## src/rtl/thermo_pkg.sv

```systemverilog
package thermo_pkg;

    // Command codes received after the write address
    localparam logic [7:0] CMD_START_CONV = 8'h51;
    localparam logic [7:0] CMD_STOP_CONV = 8'h22;
    localparam logic [7:0] CMD_READ_TEMP = 8'hAA;
    localparam logic [7:0] HIGH_LIMIT_ACCESS_CMD = 8'hA1;
    localparam logic [7:0] LOW_LIMIT_ACCESS_CMD = 8'hA2;
    localparam logic [7:0] CMD_ACCESS_CFG = 8'hAC;

    // Configuration byte field positions
    localparam int CFG_DONE_POS = 7;
    localparam int CFG_THF_POS = 6;
    localparam int CFG_TLF_POS = 5;
    localparam int CFG_NVB_POS = 4;
    localparam int CFG_RES_HI_POS = 3;
    localparam int CFG_RES_LO_POS = 2;
    localparam int CFG_POL_POS = 1;
    localparam int CFG_ONESHOT_POS = 0;

    // Reset values: 12-bit, continuous, active-low output
    localparam logic [7:0] CFG_RESET = 8'h0C;
    localparam logic [15:0] HIGH_THRESHOLD_RESET = 16'h5000;
    localparam logic [15:0] LOW_THRESHOLD_RESET = 16'h4B00;
    localparam logic [15:0] TEMP_RESET = 16'h0000;
    // Low nibble of a 12-bit threshold is not stored
    localparam logic [15:0] THRESHOLD_MASK = 16'hFFF0;

    // Bits per byte on the serial bus
    localparam logic [3:0] BITS_PER_BYTE = 4'h8;

    // Bus protocol states
    typedef enum logic [3:0] {
        ST_IDLE,
        ST_ADDR,
        ST_ADDR_ACK,
        ST_CMD,
        ST_CMD_ACK,
        ST_WDATA,
        ST_WDATA_ACK,
        ST_RDATA,
        ST_RACK,
        ST_IGNORE
    } bus_state_e;

    // Configuration and status byte as fields
    typedef struct packed {
        logic done;
        logic thf;
        logic tlf;
        logic nvb;
        logic [1:0] res;
        logic pol;
        logic one_shot;
    } cfg_s;

endpackage

```

## src/rtl/thermostat_compare.sv

```systemverilog
`timescale 1ns/1ps
// Hysteresis comparator and sticky high/low flags
module thermostat_compare (
    input wire logic ref_clk_i,
    input wire logic rstn_i,
    input wire logic update_i,
    input wire logic [15:0] temp_i,
    input wire logic [15:0] high_threshold_i,
    input wire logic [15:0] low_threshold_i,
    input wire logic pol_i,
    input wire logic flag_clear_i,
    output logic thf_o,
    output logic tlf_o,
    output logic thermostat_output_o
);

    logic active_reg; // Alarm state before polarity
    logic thf_reg; // Sticky over-limit flag
    logic tlf_reg; // Sticky under-limit flag
    logic out_reg; // Registered pin level
    logic above_high; // Temperature above high limit
    logic at_or_below_low; // Temperature at or under low limit
    logic active_next;
    logic thf_next;
    logic tlf_next;

    // Two's complement compare on signed readings
    assign above_high = $signed(temp_i) > $signed(high_threshold_i);
    assign at_or_below_low = $signed(temp_i) <= $signed(low_threshold_i);

    // Set above high, release only at or under low
    assign active_next = update_i ? (above_high | (active_reg & ~at_or_below_low)) : active_reg;
    // A fresh event beats a clear in the same cycle
    assign thf_next = (update_i & above_high) | (thf_reg & ~flag_clear_i);
    assign tlf_next = (update_i & at_or_below_low) | (tlf_reg & ~flag_clear_i);

    // State and flags; pin idles inactive for active-low polarity
    always_ff @(posedge ref_clk_i or negedge rstn_i) begin
        if (!rstn_i) begin
            active_reg <= 1'b0;
            thf_reg <= 1'b0;
            tlf_reg <= 1'b0;
            out_reg <= 1'b1;
        end else begin
            active_reg <= active_next;
            thf_reg <= thf_next;
            tlf_reg <= tlf_next;
            out_reg <= pol_i ? active_next : ~active_next;
        end
    end

    assign thf_o = thf_reg;
    assign tlf_o = tlf_reg;
    assign thermostat_output_o = out_reg;

endmodule // thermostat_compare

```

## src/rtl/thermostat_command_port.sv

```systemverilog
`timescale 1ns/1ps
// Summary of operation
// - Acknowledge own address, commands, written bytes.
// - Code 51h starts conversion, no data.
// - Code AAh selects temperature for reading.
// - Temperature read sends high byte first.
// - Second read byte is temperature low byte.
// - Code ACh writes one configuration byte.
// - Configuration write clears high/low flags.
// - Value 08h: 11-bit, continuous, active low.
// - Code A1h writes high limit, two bytes.
// - Code A2h writes low limit, two bytes.
// - First limit byte is whole degrees.
// - Second limit byte is the fraction.
// - Transactions chain through repeated START conditions.
// - Match type code and select pins.
// - Code 22h drops the run request at once.
// - One-shot converts once; continuous repeats.
module thermostat_command_port #(
    parameter logic [3:0] DEV_TYPE = 4'h5 // Arbitrary value, not a real part code
) (
    input wire logic ref_clk_i,
    input wire logic rstn_i,
    input wire logic scl_i,
    input wire logic sda_i,
    output logic sda_o,
    output logic sda_oe_o,
    input wire logic addr_select_bit0_i,
    input wire logic addr_select_bit1_i,
    input wire logic addr_select_bit2_i,
    input wire logic conv_done_i,
    input wire logic [15:0] temp_result_i,
    output logic conv_run_o,
    output logic [1:0] resolution_o,
    output logic thermostat_output_o
);

    // Refuse a type code wider than the address field
    if ($bits(DEV_TYPE) != 4) begin : g_type_check
        $error("DEV_TYPE must be four bits");
    end

    thermo_pkg::bus_state_e state_reg, state_next; // Protocol state
    logic scl_q; // Previous clock sample
    logic sda_q; // Previous data sample
    logic [3:0] bit_cnt_reg, bit_cnt_next; // Bits of current byte
    logic [7:0] rx_sh_reg, rx_sh_next; // Received byte
    logic [7:0] tx_sh_reg, tx_sh_next; // Byte being sent
    logic oe_reg, oe_next; // Pulling data low
    logic [7:0] cmd_reg, cmd_next; // Last command code
    logic rw_reg, rw_next; // Direction of current transaction
    logic second_reg, second_next; // Next byte is the low byte
    logic [15:0] temp_reg; // Last stored conversion
    logic [15:0] high_threshold_reg; // Upper alarm limit
    logic [15:0] low_threshold_reg; // Lower alarm limit
    thermo_pkg::cfg_s cfg_reg; // Stored mode fields
    logic run_reg; // Conversions requested
    logic done_reg; // A conversion has finished
    logic thf; // Flags from comparator
    logic tlf;

    // Bus events decoded from two successive samples
    logic scl_rise;
    logic scl_fall;
    logic start_cond;
    logic stop_cond;
    logic byte_done; // Eighth bit latched
    logic addr_match;
    logic wr_strobe; // One written data byte taken
    logic cmd_strobe; // One command byte taken
    logic start_cmd;
    logic stop_cmd;
    logic cfg_write;
    logic [7:0] rd_byte; // Byte selected for the next read
    thermo_pkg::cfg_s cfg_view; // Configuration as read back

    assign scl_rise = scl_i & ~scl_q;
    assign scl_fall = ~scl_i & scl_q;
    // Data edges while the clock stays high frame a transaction
    assign start_cond = scl_i & scl_q & sda_q & ~sda_i;
    assign stop_cond = scl_i & scl_q & ~sda_q & sda_i;
    assign byte_done = scl_fall & (bit_cnt_reg == thermo_pkg::BITS_PER_BYTE);

    // Type code, then select pins, then the direction bit
    assign addr_match = (rx_sh_reg[7:4] == DEV_TYPE) &&
        (rx_sh_reg[3:1] == {addr_select_bit2_i, addr_select_bit1_i, addr_select_bit0_i});

    // Read-back view of the configuration byte
    always_comb begin
        cfg_view = cfg_reg;
        cfg_view.done = done_reg;
        cfg_view.thf = thf;
        cfg_view.tlf = tlf;
        cfg_view.nvb = 1'b0;
    end

    // Read byte select; high byte first, low byte second
    function automatic logic [7:0] pick_byte(input logic [15:0] word, input logic low);
        pick_byte = low ? word[7:0] : word[15:8];
    endfunction

    assign rd_byte = (cmd_reg == thermo_pkg::CMD_READ_TEMP) ? pick_byte(temp_reg, second_reg) :
        (cmd_reg == thermo_pkg::HIGH_LIMIT_ACCESS_CMD) ? pick_byte(high_threshold_reg, second_reg) :
        (cmd_reg == thermo_pkg::LOW_LIMIT_ACCESS_CMD) ? pick_byte(low_threshold_reg, second_reg) :
        (cmd_reg == thermo_pkg::CMD_ACCESS_CFG) ? cfg_view : 8'hFF;

    // Command and write strobes at the end of a received byte
    assign cmd_strobe = (state_reg == thermo_pkg::ST_CMD) & byte_done;
    assign wr_strobe = (state_reg == thermo_pkg::ST_WDATA) & byte_done;
    assign start_cmd = cmd_strobe & (rx_sh_reg == thermo_pkg::CMD_START_CONV);
    assign stop_cmd = cmd_strobe & (rx_sh_reg == thermo_pkg::CMD_STOP_CONV);
    assign cfg_write = wr_strobe & (cmd_reg == thermo_pkg::CMD_ACCESS_CFG) & ~second_reg;

    // Protocol sequencing; START and STOP override any state
    always_comb begin
        state_next = state_reg;
        bit_cnt_next = bit_cnt_reg;
        rx_sh_next = rx_sh_reg;
        tx_sh_next = tx_sh_reg;
        oe_next = oe_reg;
        cmd_next = cmd_reg;
        rw_next = rw_reg;
        second_next = second_reg;
        if (start_cond) begin
            // Repeated START keeps the command for a read
            state_next = thermo_pkg::ST_ADDR;
            bit_cnt_next = 4'h0;
            oe_next = 1'b0;
        end else if (stop_cond) begin
            // Bus released after the final STOP
            state_next = thermo_pkg::ST_IDLE;
            oe_next = 1'b0;
        end else begin
            unique case (state_reg)
                thermo_pkg::ST_IDLE, thermo_pkg::ST_IGNORE: begin
                    oe_next = 1'b0;
                end
                thermo_pkg::ST_ADDR, thermo_pkg::ST_CMD, thermo_pkg::ST_WDATA: begin
                    // Shift in on rising clock, decide on the eighth fall
                    if (scl_rise && bit_cnt_reg != thermo_pkg::BITS_PER_BYTE) begin
                        rx_sh_next = {rx_sh_reg[6:0], sda_i};
                        bit_cnt_next = bit_cnt_reg + 4'h1;
                    end
                    if (byte_done) begin
                        bit_cnt_next = 4'h0;
                        if (state_reg == thermo_pkg::ST_ADDR) begin
                            rw_next = rx_sh_reg[0];
                            // Only a matching address is acknowledged
                            oe_next = addr_match;
                            state_next = addr_match ? thermo_pkg::ST_ADDR_ACK
                                                    : thermo_pkg::ST_IGNORE;
                        end else if (state_reg == thermo_pkg::ST_CMD) begin
                            // Every command byte is acknowledged
                            cmd_next = rx_sh_reg;
                            second_next = 1'b0;
                            oe_next = 1'b1;
                            state_next = thermo_pkg::ST_CMD_ACK;
                        end else begin
                            // Written data byte acknowledged
                            oe_next = 1'b1;
                            state_next = thermo_pkg::ST_WDATA_ACK;
                        end
                    end
                end
                thermo_pkg::ST_ADDR_ACK: begin
                    if (scl_fall) begin
                        if (rw_reg) begin
                            // Turnaround: first read byte from the stored command
                            second_next = 1'b0;
                            tx_sh_next = rd_byte;
                            oe_next = ~rd_byte[7];
                            state_next = thermo_pkg::ST_RDATA;
                        end else begin
                            oe_next = 1'b0;
                            state_next = thermo_pkg::ST_CMD;
                        end
                    end
                end
                thermo_pkg::ST_CMD_ACK, thermo_pkg::ST_WDATA_ACK: begin
                    if (scl_fall) begin
                        oe_next = 1'b0;
                        state_next = thermo_pkg::ST_WDATA;
                        if (state_reg == thermo_pkg::ST_WDATA_ACK) begin
                            second_next = 1'b1;
                        end
                    end
                end
                thermo_pkg::ST_RDATA: begin
                    // Most significant bit first, changed while clock is low
                    if (scl_fall) begin
                        if (bit_cnt_reg == thermo_pkg::BITS_PER_BYTE - 4'h1) begin
                            bit_cnt_next = 4'h0;
                            oe_next = 1'b0;
                            state_next = thermo_pkg::ST_RACK;
                        end else begin
                            bit_cnt_next = bit_cnt_reg + 4'h1;
                            tx_sh_next = {tx_sh_reg[6:0], 1'b0};
                            oe_next = ~tx_sh_reg[6];
                        end
                    end
                end
                thermo_pkg::ST_RACK: begin
                    // Master ACK asks for the next byte, NACK ends it
                    if (scl_rise) begin
                        state_next = sda_i ? thermo_pkg::ST_IGNORE : thermo_pkg::ST_RACK;
                        second_next = ~second_reg;
                    end
                    if (scl_fall) begin
                        tx_sh_next = rd_byte;
                        oe_next = ~rd_byte[7];
                        state_next = thermo_pkg::ST_RDATA;
                    end
                end
                default: begin
                    state_next = thermo_pkg::ST_IDLE;
                    oe_next = 1'b0;
                end
            endcase
        end
    end

    // Bus sampling and protocol registers
    always_ff @(posedge ref_clk_i or negedge rstn_i) begin
        if (!rstn_i) begin
            scl_q <= 1'b1;
            sda_q <= 1'b1;
            state_reg <= thermo_pkg::ST_IDLE;
            bit_cnt_reg <= 4'h0;
            rx_sh_reg <= 8'h00;
            tx_sh_reg <= 8'h00;
            oe_reg <= 1'b0;
            cmd_reg <= 8'h00;
            rw_reg <= 1'b0;
            second_reg <= 1'b0;
        end else begin
            scl_q <= scl_i;
            sda_q <= sda_i;
            state_reg <= state_next;
            bit_cnt_reg <= bit_cnt_next;
            rx_sh_reg <= rx_sh_next;
            tx_sh_reg <= tx_sh_next;
            oe_reg <= oe_next;
            cmd_reg <= cmd_next;
            rw_reg <= rw_next;
            second_reg <= second_next;
        end
    end

    // Configuration: 08h gives 11-bit, continuous, active low
    always_ff @(posedge ref_clk_i or negedge rstn_i) begin
        if (!rstn_i) begin
            cfg_reg <= thermo_pkg::CFG_RESET;
        end else if (cfg_write) begin
            cfg_reg.res <= rx_sh_reg[thermo_pkg::CFG_RES_HI_POS:thermo_pkg::CFG_RES_LO_POS];
            cfg_reg.pol <= rx_sh_reg[thermo_pkg::CFG_POL_POS];
            cfg_reg.one_shot <= rx_sh_reg[thermo_pkg::CFG_ONESHOT_POS];
        end
    end

    // Limits: first byte whole degrees, second the fraction
    always_ff @(posedge ref_clk_i or negedge rstn_i) begin
        if (!rstn_i) begin
            high_threshold_reg <= thermo_pkg::HIGH_THRESHOLD_RESET;
            low_threshold_reg <= thermo_pkg::LOW_THRESHOLD_RESET;
        end else if (wr_strobe) begin
            if (cmd_reg == thermo_pkg::HIGH_LIMIT_ACCESS_CMD) begin
                high_threshold_reg <= (second_reg ? {high_threshold_reg[15:8], rx_sh_reg}
                    : {rx_sh_reg, high_threshold_reg[7:0]}) & thermo_pkg::THRESHOLD_MASK;
            end
            if (cmd_reg == thermo_pkg::LOW_LIMIT_ACCESS_CMD) begin
                low_threshold_reg <= (second_reg ? {low_threshold_reg[15:8], rx_sh_reg}
                    : {rx_sh_reg, low_threshold_reg[7:0]}) & thermo_pkg::THRESHOLD_MASK;
            end
        end
    end

    // Conversion control; stop drops the run request at once
    always_ff @(posedge ref_clk_i or negedge rstn_i) begin
        if (!rstn_i) begin
            run_reg <= 1'b0;
            done_reg <= 1'b0;
            temp_reg <= thermo_pkg::TEMP_RESET;
        end else begin
            if (conv_done_i) begin
                temp_reg <= temp_result_i;
                done_reg <= 1'b1;
                if (cfg_reg.one_shot) begin
                    run_reg <= 1'b0;
                end
            end
            if (stop_cmd) begin
                run_reg <= 1'b0;
            end
            if (start_cmd) begin
                run_reg <= 1'b1;
                done_reg <= 1'b0;
            end
        end
    end

    // Alarm output and flags; a config write clears the flags
    thermostat_compare u_compare (
        .ref_clk_i(ref_clk_i),
        .rstn_i(rstn_i),
        .update_i(conv_done_i),
        .temp_i(temp_result_i),
        .high_threshold_i(high_threshold_reg),
        .low_threshold_i(low_threshold_reg),
        .pol_i(cfg_reg.pol),
        .flag_clear_i(cfg_write),
        .thf_o(thf),
        .tlf_o(tlf),
        .thermostat_output_o(thermostat_output_o)
    );

    // Open drain: only ever pulls low
    assign sda_o = 1'b0;
    assign sda_oe_o = oe_reg;
    assign conv_run_o = run_reg;
    assign resolution_o = cfg_reg.res;

endmodule // thermostat_command_port

```

## config.mk

```make
export PLATFORM = sky130hd
export DESIGN_NAME = thermostat_command_port
export DESIGN_NICKNAME = d
export VERILOG_FILES = /design/src/rtl/thermo_pkg.sv /design/src/rtl/thermostat_compare.sv /design/src/rtl/thermostat_command_port.sv
export SDC_FILE = /design/constraint.sdc
export NUM_CORES = 1
export LEC_CHECK = 0
export BUFFER_PORTS_ARGS = -buffer_cell sky130_fd_sc_hd__buf_4
export CORE_ASPECT_RATIO = 1.25
export CORE_MARGIN = 1
export CORE_UTILIZATION = 40
export CTS_CLUSTER_SIZE = 16
export DETAILED_ROUTE_END_ITERATION = 10
export MAX_ROUTING_LAYER = met4
export SYNTH_ARGS = -nofsm -noshare
export SYNTH_HDL_FRONTEND = slang
export SYNTH_SLANG_ARGS = --single-unit
export TNS_END_PERCENT = 30
```

## constraint.sdc

```tcl
create_clock -name ref_clk_i -period 6 [get_ports ref_clk_i]
set_clock_uncertainty 0.05 [all_clocks]
set_input_delay 0.9 -clock ref_clk_i [delete_from_list [all_inputs] [get_ports ref_clk_i]]
set_output_delay 0.9 -clock ref_clk_i [all_outputs]
set_load 0.03 [all_outputs]
```

==> results of run 1 <==
cells in the mapped netlist, drive strengths merged (4+ instances only):
master / count / area share
and2: 4 / 0.0048
nor2b: 7 / 0.0084
nor3: 9 / 0.0096
inv: 36 / 0.026
o211ai: 6 / 0.0087
xor2: 4 / 0.0067
clkbuf: 5 / 0.0038
nand2b: 8 / 0.0096
nor4: 5 / 0.0084
o31ai: 4 / 0.0058
a21o: 12 / 0.017
a211oi: 7 / 0.010
ha: 29 / 0.070
mux2: 68 / 0.15
o21ai: 13 / 0.013
buf: 19 / 0.021
a21oi: 23 / 0.023
a31oi: 4 / 0.0048
nand4: 5 / 0.0060
a221oi: 5 / 0.0096
dfrtp: 75 / 0.36
mux2i: 10 / 0.019
nand2: 30 / 0.022
nand3b: 4 / 0.0058
dfstp: 11 / 0.056
nor2: 31 / 0.027
nand3: 7 / 0.0067
metal layers:
metal / part of all wire / GRT usage
met3: 0.047 / 0.0327
met5: 0 / -
met4: 0.032 / 0.105
met1: 0.44 / 0.256
met2: 0.48 / 0.337
cell type report:
| cell class | count | area share |
|---|---|---|
| Inverter | 36 | 0.0231 |
| Sequential cell | 86 | 0.370 |
| Multi-Input combinational cell | 350 | 0.474 |
| Clock buffer | 9 | 0.0385 |
| Tap cell | 168 | 0.0359 |
| Clock inverter | 7 | 0.0205 |
| Timing Repair Buffer | 30 | 0.0385 |
report_power, final:
part           switching, uW  total, uW  internal [uW]
combinational            338        608            270
sequential               151        823            672
clock                    245        653            408
worst max-delay path, stage by stage:
cell and delay, ps:
buf_4 120, inv_1 50, ha_1 380, nand2_1 250, nor4_2 420, nand2_1 330
mux2_2 360
cell families after synthesis:
logic type,count (synthesis),share of synthesized area
and+or+nand+nor,134,0.148
xor gates and xnor gates,5,0.00842
AOI/OAI and AO/OA,103,0.140
buffers and inverters,60,0.0505
adders and majority gates,29,0.0697
DFF,86,0.416
muxes,78,0.166
other,1,0.000721
worst max-delay path by stage:
stage,from,slack (ps),cells past startpoint,endpoint
finish,scl_i,3370,7,high_threshold_reg[15]$_DFFE_PN0P_
global placement,scl_i,3080,7,high_threshold_reg[11]$_DFFE_PN0P_
CTS,scl_i,3410,7,high_threshold_reg[10]$_DFFE_PN0P_
floorplan,temp_result_i[15],3460,7,u_compare.thermostat_output_o$_DFF_PN1_
detailed placement,scl_i,3040,7,high_threshold_reg[10]$_DFFE_PN0P_
global route,scl_i,3200,9,state_reg[0]$_DFFE_PN0P_
metrics by stage:
stage / setup slack (ps) / area (um2) / total power (uW) / util
floorplan: 3460 / 5200 / 1270 / -
global placement: 3080 / 5510 / 1420 / 0.435
detailed placement: 3040 / 5510 / 1430 / 0.435
CTS: 3410 / 5860 / 2090 / 0.462
global route: 3200 / 5860 / 2210 / 0.462
finish: 3370 / 5860 / 2080 / 0.462
cell usage in the layout (no fill, tap or decap), drive strengths merged, types with 4 or more instances in the layout:
| cell type | instances |
|---|---|
| nor4 | 5 |
| inv | 37 |
| nand4 | 5 |
| ha | 29 |
| nand2b | 8 |
| buf | 30 |
| nor2 | 31 |
| o31ai | 4 |
| a221oi | 5 |
| nand3b | 4 |
| mux2i | 10 |
| a21oi | 23 |
| a31oi | 4 |
| a211oi | 7 |
| o211ai | 6 |
| mux2 | 68 |
| nor3 | 9 |
| nand3 | 7 |
| dfstp | 11 |
| nor2b | 7 |
| and2 | 4 |
| nand2 | 30 |
| o21ai | 13 |
| xor2 | 4 |
| a21o | 12 |
| clkbuf | 9 |
| dfrtp | 75 |
==> flow_metrics.tcl, run 1 <==
set metrics [dict create \
    outcome "finished clean" \
    hp-start "tx_sh_reg[1]$_DFFE_PN0P_" \
    grt_pass1_wl_um 21100 \
    max-slew-margin-rel 0.392 \
    syn_avg_cell_area_um2 10.5 \
    maxCapViolCount 0 \
    vias_per_cell 5.73 \
    period_share 0.439 \
    worst-endpoint-required_ps 6180 \
    gp_congestion 0.908 \
    syn_area_um2 5200 \
    place_hpwl_um 9390 \
    synth_top_flop_cell "dfrtp_1" \
    min_delay_worst_endpoint "tx_sh_reg[1]$_DFFE_PN0P_" \
    syn-num-nets 549 \
    multiInputGateArea_um2 2770 \
    ys_seq_area_frac 0.416 \
    coreArea_um2 12700 \
    r2r-end "high_threshold_reg[15]$_DFFE_PN0P_" \
    critPathLaunchType "input port" \
    synth.ff_latch_count 86 \
    fmax_mhz 380 \
    path_class "in2reg" \
    hold_violations 0 \
    fillerInstances 1217 \
    cts-resized-gates 0 \
    finalSetupViolations 0 \
    hp-class "reg2reg" \
    endpoint_kind "register" \
    drtAntennaViolNets 0 \
    cp.arrival_ps 2810 \
    io_pins 30 \
    grt_pass1_vias 3992 \
    synth_edf_count 0 \
    clock-sinks 86 \
    vdd_drop_max_v 0.000176 \
    p_per_area_nw_per_um2 356 \
    cts_tree "done" \
    hold_ws_ps 429 \
    start_util 0.411 \
    syn_inst 496 \
    r2r_slack_ps 3550 \
    wire_per_inst_um 18.7 \
    grt_max_degree 52 \
    worst_slew_pin_slew_ps 910 \
    drive_above_1_share 0.274 \
    cts_hold_buf 0 \
    grt.total_usage 0.209 \
    clk_path_buf_depth 2 \
    rsz0062_at_grt "false" \
    cts_buffers 9 \
    htree_levels 3 \
    async_flop_share 1.00 \
    yosys_warnings 0 \
    seq_area_um2 2170 \
    hold_depth 1 \
    clock_latency_ps 350 \
    final_nets 566 \
    layout_min_cycle_time_ps 2630 \
    die_w_um 104 \
    n_antenna_cell 0 \
    wirelength_um 12800 \
    clock-root-buffer "clkbuf_16" \
    num_rows 46 \
    dp_cells 670 \
    finalSetupTns_ps 0 \
    clk_pin_slew_ps 60 \
    post-route-drc-count 0 \
    largest_register_ffs 16 \
    first_iter_violations 215 \
    die_h_um 130 \
    p_leak_uw 0.00251 \
    r2r-start "scl_q$_DFF_PN1_" \
    io_buffer_count 28 \
    first_pass_iters 5 \
    worstPathMaxFanout 12 \
    syn_to_final_growth_pct 12.6 \
    finalNonFillerCells 686 \
    postCtsSetupBuffers 0 \
    dr_total_vias 3932 \
    dieArea_um2 13500 \
    r2r_cells 5 \
    final_max_slew_viol_count 0 \
    grt_overflow 0 \
    antenna_found_initial 0 \
    synth.distinct_cells 74 \
]
Note: power is estimated with default switching activity, not from simulation.
==> run 2: changes to the inputs <==
Clock period 6 ns to 2.54 ns, I/O delays scaled along.
==> run 2 against run 1 <==
Hold slack got worse by 310 ps. Via count increased by 0.64%. Worst setup slack got worse by 3200 ps. Register-to-register slack got worse by 3400 ps. Sequential cell count unchanged. Critical path type is now reg2reg. Largest power group unchanged.
==> flow_metrics.tcl, run 2 (same netlist as run 1, synthesis figures left out) <==
set metrics [dict create \
    outcome "finished clean" \
    die_h_um 130 \
    pwr-share-seq 0.385 \
    dieArea_um2 13500 \
    drive_above_1_share 0.294 \
    final_max_slew_viol_count 0 \
    first_pass_iters 5 \
    dr_total_vias 3957 \
    hold_violations 0 \
    dpl_worst_slack_ps 183 \
    clk_path_buf_depth 2 \
    wire_per_inst_um 18.0 \
    clockPowerShare 0.294 \
    worstPathMaxFanout 3 \
    largest_register_ffs 16 \
    combPwrFrac 0.321 \
    fillerInstances 1194 \
    num_rows 46 \
    layout_common_cells "dfrtp_1, mux2_2, buf_4" \
    cts_tree "done" \
    vias_per_cell 5.64 \
    gp_congestion 0.901 \
    htree_levels 3 \
    grt_max_degree 51 \
    grt_pass1_vias 4037 \
    worst-endpoint-required_ps 2770 \
    critPathLaunchType "register" \
    fin_area_um2 5990 \
    switching_share 0.350 \
    grt_overflow 0 \
    power_uw 4940 \
    p_leak_uw 0.00259 \
    r2r_slack_ps 190 \
    finalNonFillerCells 702 \
    coreArea_um2 12700 \
    clock-root-buffer "clkbuf_16" \
    multiInputGateArea_um2 2780 \
    first_iter_violations 117 \
    clk_pin_slew_ps 70 \
    io_pins 30 \
    die_w_um 104 \
    hp-class "in2reg" \
    maxCapViolCount 0 \
    antenna_found_initial 0 \
    final_common_cell "dfrtp_1" \
    place_area_um2 5640 \
    cp.arrival_ps 2570 \
    layout_min_cycle_time_ps 2350 \
    vdd_drop_max_v 0.000525 \
    p_switching_uw 1730 \
    r2r_cells 8 \
    wirelength_um 12700 \
    max-slew-margin-rel 0.505 \
    r2r-start "low_threshold_reg[11]$_DFFE_PN1P_" \
    rsz0062_at_grt "false" \
    path_class "reg2reg" \
    hp-start "scl_i" \
    r2r-end "u_compare.thermostat_output_o$_DFF_PN1_" \
    setup_slack_ps 191 \
    io_buffer_count 28 \
    final_nets 582 \
    n_antenna_cell 0 \
    endpoint_kind "register" \
    finalSetupViolations 0 \
    dp_cells 685 \
    place_hpwl_um 9830 \
    seq_area_um2 2170 \
    cts_buffers 9 \
    grt.total_usage 0.210 \
    clock-sinks 86 \
    post-route-drc-count 0 \
    hold_depth 1 \
    start_util 0.411 \
    min_delay_worst_endpoint "scl_q$_DFF_PN1_" \
    worst_slew_pin_slew_ps 735 \
    fmax_mhz 426 \
    clock_latency_ps 340 \
    finalSetupTns_ps 0 \
    syn_to_final_growth_pct 15.1 \
    p_per_area_nw_per_um2 825 \
    internal_power_uw 3210 \
    grt_pass1_wl_um 21300 \
    drtAntennaViolNets 0 \
    period_share 0.925 \
]
## run 2: changes by cell type in the layout (fill, tap and decap cells not counted), sizes merged
cell / previous run / this run
clkbuf: 9 / 10
bufinv: 3 / 2
dlygate4sd3: 0 / 1
buf: 30 / 45
## run 2: worst max-delay path by stage
stage | start | end | cells after the start
floorplan | low_threshold_reg[14]$_DFFE_PN1P_ | u_compare.thermostat_output_o$_DFF_PN1_ | 8
global placement | low_threshold_reg[11]$_DFFE_PN1P_ | u_compare.thermostat_output_o$_DFF_PN1_ | 8
detailed placement | scl_i | tx_sh_reg[6]$_DFFE_PN0P_ | 8
CTS | bit_cnt_reg[0]$_DFFE_PN0P_ | tx_sh_reg[6]$_DFFE_PN0P_ | 7
global route | low_threshold_reg[11]$_DFFE_PN1P_ | u_compare.thermostat_output_o$_DFF_PN1_ | 8
finish | low_threshold_reg[11]$_DFFE_PN1P_ | u_compare.thermostat_output_o$_DFF_PN1_ | 8
## run 2: metal layers
metal / GRT usage / vias up / wire length [um]
li1: - / 1876 / -
met1: 0.249 / 1985 / 5640
met2: 0.351 / 74 / 6250
met3: 0.0312 / 22 / 372
met4: 0.104 / 0 / 401
met5: - / - / 0
## run 2: metrics by stage
step | hold WS (ps) | utilization
global route | 108 | 0.473
detailed placement | 348 | 0.445
CTS | 103 | 0.472
global placement | 341 | 0.445
floorplan | 35.4 | -
finish | 116 | 0.473
## run 2: area by class of cell
type	count	area share
Tap cell	168	0.0351
Clock inverter	6	0.0157
Clock buffer	10	0.0399
Timing Repair Buffer	46	0.0602
Sequential cell	86	0.362
Multi-Input combinational cell	350	0.465
Inverter	36	0.0226
## run 2: worst max-delay path: stages, from the launching register on
cell       delay [ps]
dfstp_2           560
inv_1              50
ha_1              290
nand2_1           100
nor3_1            260
a2bb2oi_1         200
mux2_2            360
a31oi_1           250
xor2_1            170
## run 2: power by group through the flow
stage / combinational [uW] / clock [uW] / sequential (uW)
global placement: 1550 / 0 / 1910
detailed placement: 1580 / 0 / 1920
global route: 1760 / 1560 / 1950
CTS: 1580 / 1490 / 1900
floorplan: 1260 / 0 / 1740
finish: 1580 / 1450 / 1900
## run 2: timing repair
item                                   in CTS  in global routing
hold buffers                                1                  0
endpoints found under the hold margin      33                  0
buffers inserted                            0                  0
resized for setup                           0                  1
setup endpoints to repair                   0                  1
